==> config.mk <==
export PLATFORM = sky130hd
export DESIGN_NAME = ssrc_sequencer
export DESIGN_NICKNAME = d
export VERILOG_FILES = /design/src/logic/ssrc_pkg.sv /design/src/logic/ssrc_delay_timer.sv /design/src/logic/ssrc_play_counter.sv /design/src/logic/ssrc_sequencer.sv
export SDC_FILE = /design/constraint.sdc
export NUM_CORES = 1
export LEC_CHECK = 0
export ABC_AREA = 1
export BUFFER_PORTS_ARGS = -buffer_cell sky130_fd_sc_hd__buf_2
export CAP_MARGIN = 20
export CELL_PAD_IN_SITES_DETAIL_PLACEMENT = 0
export CELL_PAD_IN_SITES_GLOBAL_PLACEMENT = 1
export CORE_MARGIN = 4
export CORE_UTILIZATION = 40
export DETAILED_ROUTE_END_ITERATION = 12
export GPL_TIMING_DRIVEN = 0
export PLACE_DENSITY = 0.72
export SLEW_MARGIN = 10
export SYNTH_ARGS = -nofsm -noshare
export SYNTH_HDL_FRONTEND = slang
export SYNTH_HIERARCHICAL = 1
export SYNTH_SLANG_ARGS = --single-unit
==> constraint.sdc <==
create_clock -name core_clk_i -period 3.1 [get_ports core_clk_i]
set_input_delay 0.155 -clock core_clk_i [delete_from_list [all_inputs] [get_ports core_clk_i]]
set_output_delay 0.155 -clock core_clk_i [all_outputs]
set_load 0.05 [all_outputs]
==> src/logic/ssrc_pkg.sv <==
// shared constants for the slot repeat-count sequencer
package ssrc_pkg;
    localparam int          ADDR_W         = 8;
    localparam int          DATA_W         = 8;
    localparam int          NUM_SLOTS      = 8;
    localparam int          SLOT_IDX_W     = 3;
    localparam int          REP_W          = 2;
    localparam int          VAL_W          = 7;
    localparam int          LOOP_W         = 3;
    // register offsets
    localparam logic [7:0]  CTRL_OFS       = 8'h0C;
    localparam logic [7:0]  SLOT_FIRST_OFS = 8'h0F;
    localparam logic [7:0]  SLOT_LAST_OFS  = 8'h16;
    localparam logic [7:0]  REP_LOWER_OFS  = 8'h17;
    localparam logic [7:0]  REP_UPPER_OFS  = 8'h18;
    localparam logic [7:0]  MAIN_LOOP_OFS  = 8'h19;
    // field positions
    localparam int          CTRL_GO_BIT    = 0;
    localparam int          DELAY_FLAG_BIT = 7;
    // reset values
    localparam logic [7:0]  REP_RST        = 8'h00;
    localparam logic [7:0]  SLOT_RST       = 8'h00;
    localparam logic [2:0]  LOOP_RST       = 3'h0;
    // loop count that means run until stopped
    localparam logic [2:0]  LOOP_FOREVER   = 3'h7;
    localparam logic [2:0]  LAST_SLOT      = 3'h7;
    // timing
    localparam int          CLK_PERIOD_NS  = 5;
    localparam int          DELAY_UNIT_MS  = 10;
    localparam int          DELAY_UNIT_CYC =
        DELAY_UNIT_MS * 1000000 / CLK_PERIOD_NS;

    typedef enum logic [4:0] {
        SEQ_IDLE  = 5'b00001,
        SEQ_CHECK = 5'b00010,
        SEQ_PLAY  = 5'b00100,
        SEQ_WAIT  = 5'b01000,
        SEQ_NEXT  = 5'b10000
    } ssrc_state_e;
endpackage : ssrc_pkg

==> src/logic/ssrc_delay_timer.sv <==
// timed idle of units times a fixed tick length
module ssrc_delay_timer #(
    parameter int UNIT_CYC = ssrc_pkg::DELAY_UNIT_CYC
) (
    input  wire logic                    core_clk_i,
    input  wire logic                    rstn_i,
    input  wire logic                    start_i,
    input  wire logic                    abort_i,
    input  wire logic [ssrc_pkg::VAL_W-1:0] units_i,
    output logic                         done_o
);
    import ssrc_pkg::*;

    localparam int TW = $clog2(UNIT_CYC + 1);
    localparam logic [TW-1:0] TICK_LAST = TW'(UNIT_CYC - 1);

    logic             run_q;
    logic [TW-1:0]    tick_q;
    logic [VAL_W-1:0] left_q;
    logic             done_q;

    wire unit_end = (tick_q == TICK_LAST);
    wire finish   = run_q && (left_q == '0);

    always_ff @(posedge core_clk_i)
    begin
        if (!rstn_i || abort_i)
        begin
            run_q  <= 1'b0;
            tick_q <= '0;
            left_q <= '0;
            done_q <= 1'b0;
        end
        else if (start_i)
        begin
            run_q  <= 1'b1;
            tick_q <= '0;
            left_q <= units_i;
            done_q <= 1'b0;
        end
        else
        begin
            done_q <= finish;
            if (finish)
                run_q <= 1'b0;
            if (run_q && !finish)
                tick_q <= unit_end ? '0 : tick_q + TW'(1);
            if (run_q && !finish && unit_end)
                left_q <= left_q - VAL_W'(1);
        end
    end

    assign done_o = done_q;
endmodule : ssrc_delay_timer

==> src/logic/ssrc_play_counter.sv <==
// counts plays of the current slot against its repeat field
module ssrc_play_counter (
    input  wire logic                    core_clk_i,
    input  wire logic                    rstn_i,
    input  wire logic                    clr_i,
    input  wire logic                    inc_i,
    input  wire logic [ssrc_pkg::REP_W-1:0] limit_i,
    output logic                         last_o
);
    import ssrc_pkg::*;

    logic [REP_W-1:0] cnt_q;

    always_ff @(posedge core_clk_i)
    begin
        if (!rstn_i || clr_i)
            cnt_q <= '0;
        else if (inc_i)
            cnt_q <= cnt_q + REP_W'(1);
    end

    // extra plays done equals the programmed repeat value
    assign last_o = (cnt_q == limit_i);
endmodule : ssrc_play_counter

==> src/logic/ssrc_sequencer.sv <==
// eight-slot sequencer with per-slot repeat counts and registers
// Summary of operation
// - repeat zero plays slot once, then advances
// - repeat N plays slot N plus one times
// - advance only after all plays complete
// - lower register holds slots one to four
// - upper register holds slots five to eight
// - repeat covers delay flag and value together
// - repeat fields read/write, reset to zero
// - delay flag means value times 10 ms idle
// - start slot one, stop at zero or eighth
// - main loop count replays whole sequence; 7 forever
//
// The implementer's own choice: the address-and-strobe port.
module ssrc_sequencer #(
    parameter int UNIT_CYC = ssrc_pkg::DELAY_UNIT_CYC
) (
    input  wire logic                       core_clk_i,
    input  wire logic                       rstn_i,
    input  wire logic [ssrc_pkg::ADDR_W-1:0] addr_i,
    input  wire logic [ssrc_pkg::DATA_W-1:0] wr_data_i,
    input  wire logic                       wr_en_i,
    input  wire logic                       rd_en_i,
    output logic      [ssrc_pkg::DATA_W-1:0] rd_data_o,
    input  wire logic                       stop_i,
    input  wire logic                       play_done_i,
    output logic                            play_req_o,
    output logic      [ssrc_pkg::VAL_W-1:0]  effect_id_o,
    output logic      [ssrc_pkg::SLOT_IDX_W-1:0] slot_idx_o,
    output logic                            delay_active_o,
    output logic                            busy_o,
    output logic                            seq_done_o
);
    import ssrc_pkg::*;

    logic [DATA_W-1:0]     rep_lower_q;
    logic [DATA_W-1:0]     rep_upper_q;
    logic [LOOP_W-1:0]     loop_q;
    logic [DATA_W-1:0]     slot_q [NUM_SLOTS];
    ssrc_state_e           state_q;
    ssrc_state_e           state_d;
    logic [SLOT_IDX_W-1:0] slot_idx_q;
    logic [SLOT_IDX_W-1:0] slot_idx_d;
    logic [LOOP_W-1:0]     pass_q;
    logic [LOOP_W-1:0]     pass_d;
    logic                  play_req_q;
    logic                  play_req_d;
    logic [VAL_W-1:0]      effect_id_q;
    logic                  busy_q;
    logic                  delay_active_q;
    logic                  seq_done_q;
    logic                  seq_done_d;
    logic [DATA_W-1:0]     rd_data_q;
    logic                  tmr_start;
    logic                  cnt_clr;
    logic                  cnt_inc;
    logic                  tmr_done;
    logic                  cnt_last;
    logic [REP_W-1:0]      rep_field [NUM_SLOTS];
    logic [DATA_W-1:0]     slot_rd [NUM_SLOTS];

    // register decode
    wire hit_ctrl  = (addr_i == CTRL_OFS);
    wire hit_lower = (addr_i == REP_LOWER_OFS);
    wire hit_upper = (addr_i == REP_UPPER_OFS);
    wire hit_loop  = (addr_i == MAIN_LOOP_OFS);
    wire hit_slot  = (addr_i >= SLOT_FIRST_OFS)
                  && (addr_i <= SLOT_LAST_OFS);
    wire [ADDR_W-1:0] slot_ofs = addr_i - SLOT_FIRST_OFS;
    wire [SLOT_IDX_W-1:0] slot_sel = slot_ofs[SLOT_IDX_W-1:0];

    wire go_wr   = wr_en_i && hit_ctrl && wr_data_i[CTRL_GO_BIT];
    // a stop from software or trigger beats any pending start
    wire stop_rq = stop_i
                || (wr_en_i && hit_ctrl && !wr_data_i[CTRL_GO_BIT]);

    wire [2*DATA_W-1:0] rep_all = {rep_upper_q, rep_lower_q};

    genvar g;
    generate
        for (g = 0; g < NUM_SLOTS; g++)
        begin : g_slot
            // field g taken from bits 2g+1..2g, slot three at 5-4
            assign rep_field[g] = rep_all[REP_W*g +: REP_W];
            assign slot_rd[g]   = slot_q[g];

            always_ff @(posedge core_clk_i)
            begin
                if (!rstn_i)
                    slot_q[g] <= SLOT_RST;
                else if (wr_en_i && hit_slot
                         && slot_sel == SLOT_IDX_W'(g))
                    slot_q[g] <= wr_data_i;
            end
        end
    endgenerate

    // repeat registers read/write, zero after reset
    always_ff @(posedge core_clk_i)
    begin
        if (!rstn_i)
        begin
            rep_lower_q <= REP_RST;
            rep_upper_q <= REP_RST;
            loop_q      <= LOOP_RST;
        end
        else if (wr_en_i)
        begin
            if (hit_lower)
                rep_lower_q <= wr_data_i;
            if (hit_upper)
                rep_upper_q <= wr_data_i;
            if (hit_loop)
                loop_q <= wr_data_i[LOOP_W-1:0];
        end
    end

    // unmapped offsets and reserved bits read as zero
    wire [DATA_W-1:0] rd_mux =
        hit_slot  ? slot_rd[slot_sel] :
        hit_lower ? rep_lower_q :
        hit_upper ? rep_upper_q :
        hit_loop  ? {{(DATA_W-LOOP_W){1'b0}}, loop_q} :
        hit_ctrl  ? {{(DATA_W-1){1'b0}}, busy_q} :
        '0;

    always_ff @(posedge core_clk_i)
    begin
        if (!rstn_i)
            rd_data_q <= '0;
        else if (rd_en_i)
            rd_data_q <= rd_mux;
        else
            rd_data_q <= '0;
    end

    // whole entry, flag and value, is the repeated unit
    wire [DATA_W-1:0] cur_entry = slot_q[slot_idx_q];
    wire              cur_delay = cur_entry[DELAY_FLAG_BIT];
    wire [VAL_W-1:0]  cur_val   = cur_entry[VAL_W-1:0];
    wire [REP_W-1:0]  cur_rep   = rep_field[slot_idx_q];

    // another pass while below count, or forever at seven
    wire more_pass = (loop_q == LOOP_FOREVER) || (pass_q < loop_q);
    wire [LOOP_W-1:0] pass_inc = (loop_q == LOOP_FOREVER)
                               ? pass_q : pass_q + LOOP_W'(1);

    always_comb
    begin
        state_d    = state_q;
        slot_idx_d = slot_idx_q;
        pass_d     = pass_q;
        play_req_d = 1'b0;
        seq_done_d = 1'b0;
        tmr_start  = 1'b0;
        cnt_clr    = 1'b0;
        cnt_inc    = 1'b0;
        case (state_q)
            SEQ_IDLE:
            begin
                // playback starts at the first slot
                if (go_wr)
                begin
                    state_d    = SEQ_CHECK;
                    slot_idx_d = '0;
                    pass_d     = '0;
                    cnt_clr    = 1'b1;
                end
            end
            SEQ_CHECK:
            begin
                if (cur_delay)
                begin
                    // delay entry idles value times 10 ms
                    tmr_start = 1'b1;
                    state_d   = SEQ_WAIT;
                end
                else if (cur_val != '0)
                begin
                    play_req_d = 1'b1;
                    state_d    = SEQ_PLAY;
                end
                else if (more_pass && slot_idx_q != '0)
                begin
                    // replay the sequence from slot one
                    slot_idx_d = '0;
                    pass_d     = pass_inc;
                    cnt_clr    = 1'b1;
                end
                else
                begin
                    // empty first slot, or zero entry with no passes left: sequence ends
                    state_d    = SEQ_IDLE;
                    seq_done_d = 1'b1;
                end
            end
            SEQ_PLAY:
            begin
                if (play_done_i)
                    state_d = SEQ_NEXT;
            end
            SEQ_WAIT:
            begin
                if (tmr_done)
                    state_d = SEQ_NEXT;
            end
            SEQ_NEXT:
            begin
                state_d = SEQ_CHECK;
                // replay until N extra plays are done
                if (!cnt_last)
                    cnt_inc = 1'b1;
                // advance only after the last play
                else if (slot_idx_q != LAST_SLOT)
                begin
                    slot_idx_d = slot_idx_q + SLOT_IDX_W'(1);
                    cnt_clr    = 1'b1;
                end
                else if (more_pass)
                begin
                    slot_idx_d = '0;
                    pass_d     = pass_inc;
                    cnt_clr    = 1'b1;
                end
                else
                begin
                    state_d    = SEQ_IDLE;
                    seq_done_d = 1'b1;
                    cnt_clr    = 1'b1;
                end
            end
            default:
            begin
                state_d = SEQ_IDLE;
            end
        endcase
        if (stop_rq)
        begin
            // trigger or go control ends any loop
            state_d    = SEQ_IDLE;
            play_req_d = 1'b0;
            seq_done_d = 1'b0;
            tmr_start  = 1'b0;
            cnt_clr    = 1'b1;
        end
    end

    always_ff @(posedge core_clk_i)
    begin
        if (!rstn_i)
        begin
            state_q    <= SEQ_IDLE;
            slot_idx_q <= '0;
            pass_q     <= '0;
            play_req_q <= 1'b0;
            seq_done_q <= 1'b0;
        end
        else
        begin
            state_q    <= state_d;
            slot_idx_q <= slot_idx_d;
            pass_q     <= pass_d;
            play_req_q <= play_req_d;
            seq_done_q <= seq_done_d;
        end
    end

    // status copies so every output leaves a flop
    always_ff @(posedge core_clk_i)
    begin
        if (!rstn_i)
        begin
            effect_id_q    <= '0;
            busy_q         <= 1'b0;
            delay_active_q <= 1'b0;
        end
        else
        begin
            if (play_req_d)
                effect_id_q <= cur_val;
            busy_q         <= (state_d != SEQ_IDLE);
            delay_active_q <= (state_d == SEQ_WAIT);
        end
    end

    // stop also cancels a running delay
    ssrc_delay_timer #(
        .UNIT_CYC (UNIT_CYC)
    ) u_delay (
        .core_clk_i (core_clk_i),
        .rstn_i     (rstn_i),
        .start_i    (tmr_start),
        .abort_i    (stop_rq),
        .units_i    (cur_val),
        .done_o     (tmr_done)
    );

    ssrc_play_counter u_plays (
        .core_clk_i (core_clk_i),
        .rstn_i     (rstn_i),
        .clr_i      (cnt_clr),
        .inc_i      (cnt_inc),
        .limit_i    (cur_rep),
        .last_o     (cnt_last)
    );

    assign rd_data_o      = rd_data_q;
    assign play_req_o     = play_req_q;
    assign effect_id_o    = effect_id_q;
    assign slot_idx_o     = slot_idx_q;
    assign delay_active_o = delay_active_q;
    assign busy_o         = busy_q;
    assign seq_done_o     = seq_done_q;
endmodule : ssrc_sequencer

==> flow_summary_export.csv <==
group,metric,value,unit
sta,setup_viol,0,
placement,hpwl,19.7,mm
finish,multiInputGateArea,0.00392,mm^2
routing,drt_first_pass_iters,6,
worst_setup_path,crit_path_end,"pass_q[2]$_SDFFE_PN0P_",
sta,finalSetupTns,0,ps
routing,dr_total_vias,7667,
sta,timing.final.crit_share,0.896,
worst_setup_path,critPathArrivalTime,3070,ps
synthesis,synth.area.top_cells,"edfxtp_1 23%, dfxtp_1 20%, nand2_1 11%",
clocking,cts_tree,"yes",
finish,fill_cells,2138,
routing,drtIter0Drc,634,
synthesis,synth_most_common_cell,"nand2_1",
clocking,cts_max_path_buffers,2,
placement,placed_cell_area,0.00891,mm^2
finish,antenna_cells,0,
routing,vias_per_cell,5.18,
synthesis,yosysUniqueCellTypes,50,
clocking,ctsHtreeMaxLevel,4,
sta,timing.fmax,360,MHz
sta,whs,43.2,ps
floorplanning,dieArea,0.0233,mm^2
synthesis,yosys.area_share.simple,0.313,
synthesis,syn_avg_cell_area,7.37,um^2
synthesis,netlist.area_leader.share,0.230,
pwr,p_leak,3.97,nW
pwr,p_total,4.46,mW
synthesis,syn-num-nets,1169,
worst_setup_path,reg2reg_depth,16,
finish,utilization,0.466,
synthesis,yosys_warnings,6,
run,max_cap_viol_count,0,
grt,track_usage,0.228,
synthesis,synth_compound_area_frac,0.127,
finish,design_area,0.00949,mm^2
hold_path,hold_path_class,"input port to register",
synthesis,synth_top_cell_by_area,"edfxtp_1",
clocking,clk_latency,430,ps
finish,area_delta_synth_final,13.6,%
sta,rsz0062_at_grt,"no",
clocking,cts-root-buf,"clkbuf_16",
synthesis,ys_ff_latch,148,
routing,postRouteAntennaNets,0,
routing,wire_per_inst,17.9,um
synthesis,synth-edff-count,64,
finish,drive_above_1_share,0.131,
worst_setup_path,rr_startpoint,"slot_idx_o[0]$_SDFFE_PN0P_",
sta,tightest_slew,590,ps
sta,final.min_clock_period,2780,ps
clocking,clk_pin_slew,70,ps
floorplanning,num_io_pins,44,
worst_setup_path,r2r-end,"pass_q[2]$_SDFFE_PN0P_",
synthesis,ys_seq_area_frac,0.431,
sta,maxSlewHeadroom,0.604,
pwr,pwr_density_cell,470,mW/mm^2
worst_setup_path,path_max_fanout,10,
synthesis,ys_async_sr_fraction,0,
synthesis,synth_xor_area_frac,0.00944,
floorplanning,fp.dieW,153,um
sta,hold_violations,0,
finish,layout.cells.non_filler,1479,
synthesis,synth_top_family_by_area,"simple AND/OR/NAND/NOR gates",
synthesis,synth_fa_ha_area_frac,0.0195,
sta,clock_skew,14.7,ps
sta,fin_ws,321,ps
floorplanning,core,0.0204,mm^2
synthesis,netlist_instances,1134,
synthesis,synth_flop_cell,"dfxtp_1",
routing,routed_wl,26.4,mm
synthesis,synth_mux_area_frac,0,
grt,overflow,0,
placement,place.gp.congestion,0.869,
clocking,clkSinkCount,148,
placement,dp_slack,-387,ps
floorplanning,initial_core_util,0.410,
placement,numPortBuffers,43,
pwr,ir_drop,0.360,mV
status,status,"completed",
clocking,cts_inserted_buffers,17,
worst_setup_path,worst_ep_required_time,3390,ps
placement,dp_cells,1447,
grt,grt_pass1_wl,41.6,mm
worst_setup_path,critPathKind,"register to register",
floorplanning,die_y,153,um
worst_setup_path,r2r_slack,320,ps
worst_setup_path,crit_path_end_kind,"register",
grt,antenna_found_initial,0,
grt,grt_pass1_vias,7439,
synthesis,yosys-top-cells-count,"237 x nand2_1, 164 x nor2_1, 148 x inv_1",
finish,nets,1231,
worst_setup_path,startpoint_type,"register",
floorplanning,rows,52,
worst_setup_path,crit_start,"slot_idx_o[0]$_SDFFE_PN0P_",
finish,ff_latch_area,0.00360,mm^2
clocking,post-cts-setup-buffers,0,
sta,slew_violations,0,
routing,route.detailed.drc,0,
grt,grt_max_degree,17,
synthesis,netlist_area,0.00835,mm^2
repair_timing:
item,in CTS,in global routing
endpoints found under the setup margin,0,23
hold buffers,1,0
endpoints found under the hold margin,1,0
resized for setup,0,4
report_power, final:
group	internal (mW)	leakage, nW	switching (mW)	total, mW
Sequential	2.07	1.28	0.0242	2.10
Clock	1.12	0.279	0.902	2.03
Combinational	0.0816	2.41	0.254	0.336
Total	3.28	3.97	1.18	4.46
per-layer routing:
layer | vias up | global-route usage | routed length, um
li1 | 3827 | - | -
met1 | 3560 | 0.304 | 11900
met2 | 233 | 0.374 | 12300
met3 | 47 | 0.0432 | 1550
met4 | 0 | 0.0738 | 657
met5 | - | 0 | 0
cell type report:
cell class                 instances  share of cell area
tap                              270              0.0356
sequential                       148               0.380
inverter                         162              0.0657
multi-input combinational        788               0.413
clock buffer                      17              0.0448
timing repair buffer              44              0.0237
clock inverter                    15              0.0150
buffer                            35              0.0224
state kept, by name (all words and copies together) (netlist names), 5 cells and up, named ones only:
name and flops:
u_delay/tick_q 21, rd_data_o 8, rep_lower_q 8, u_delay/left_q 7, slot_q 64, state_q 5, effect_id_o 7, rep_upper_q 8
how the worst min path moves through the flow:
stage,from,to,depth (start not counted)
after floorplan,play_done_i,state_q[4]$_SDFF_PN0_,2
after global placement,u_delay/left_q[0]$_SDFFE_PP0P_,u_delay/left_q[0]$_SDFFE_PP0P_,2
after detailed placement,play_done_i,state_q[4]$_SDFF_PN0_,3
after CTS,wr_data_i[2],rep_upper_q[2]$_SDFFE_PN0P_,3
after global routing,wr_data_i[1],rep_lower_q[1]$_SDFFE_PN0P_,3
final,wr_data_i[2],rep_upper_q[2]$_SDFFE_PN0P_,3
layout by cell type (no fill, tap or decap), types with 6 or more instances in the layout:
cell type	count
dfxtp_1	84
inv_1	148
buf_2	52
nand2_2	10
nor2_1	164
buf_6	6
nor2_2	9
inv_2	8
nand2_1	237
ha_1	13
nand4_1	16
edfxtp_1	64
clkbuf_16	17
a21oi_1	87
nor2_4	9
xor2_1	6
o22ai_1	7
clkbuf_1	13
nor3_1	10
o21ai_0	79
nand3_1	91
nand4_2	6
worst max-delay path, cell delays in order, from the launching register on:
cell	delay, ps
dfxtp_1	390
clkbuf_2	280
clkinvlp_4	260
o21ai_0	220
a221oi_1	100
a31oi_1	270
inv_1	70
nand2_1	60
nand2_1	50
nor2_2	90
inv_1	70
nand2_1	80
nand2_1	80
nor3_2	340
nand3_2	140
nand2_1	80
a21oi_1	60
kinds of logic after synthesis:
family                   Yosys count
flip-flops                       148
AND/OR/NAND/NOR                  569
adder cells (fa/ha/maj)           13
AO/OA/AOI/OAI                    197
XOR/XNOR                           9
buffers and inverters            198
Note: power is estimated with default switching activity, not from simulation.
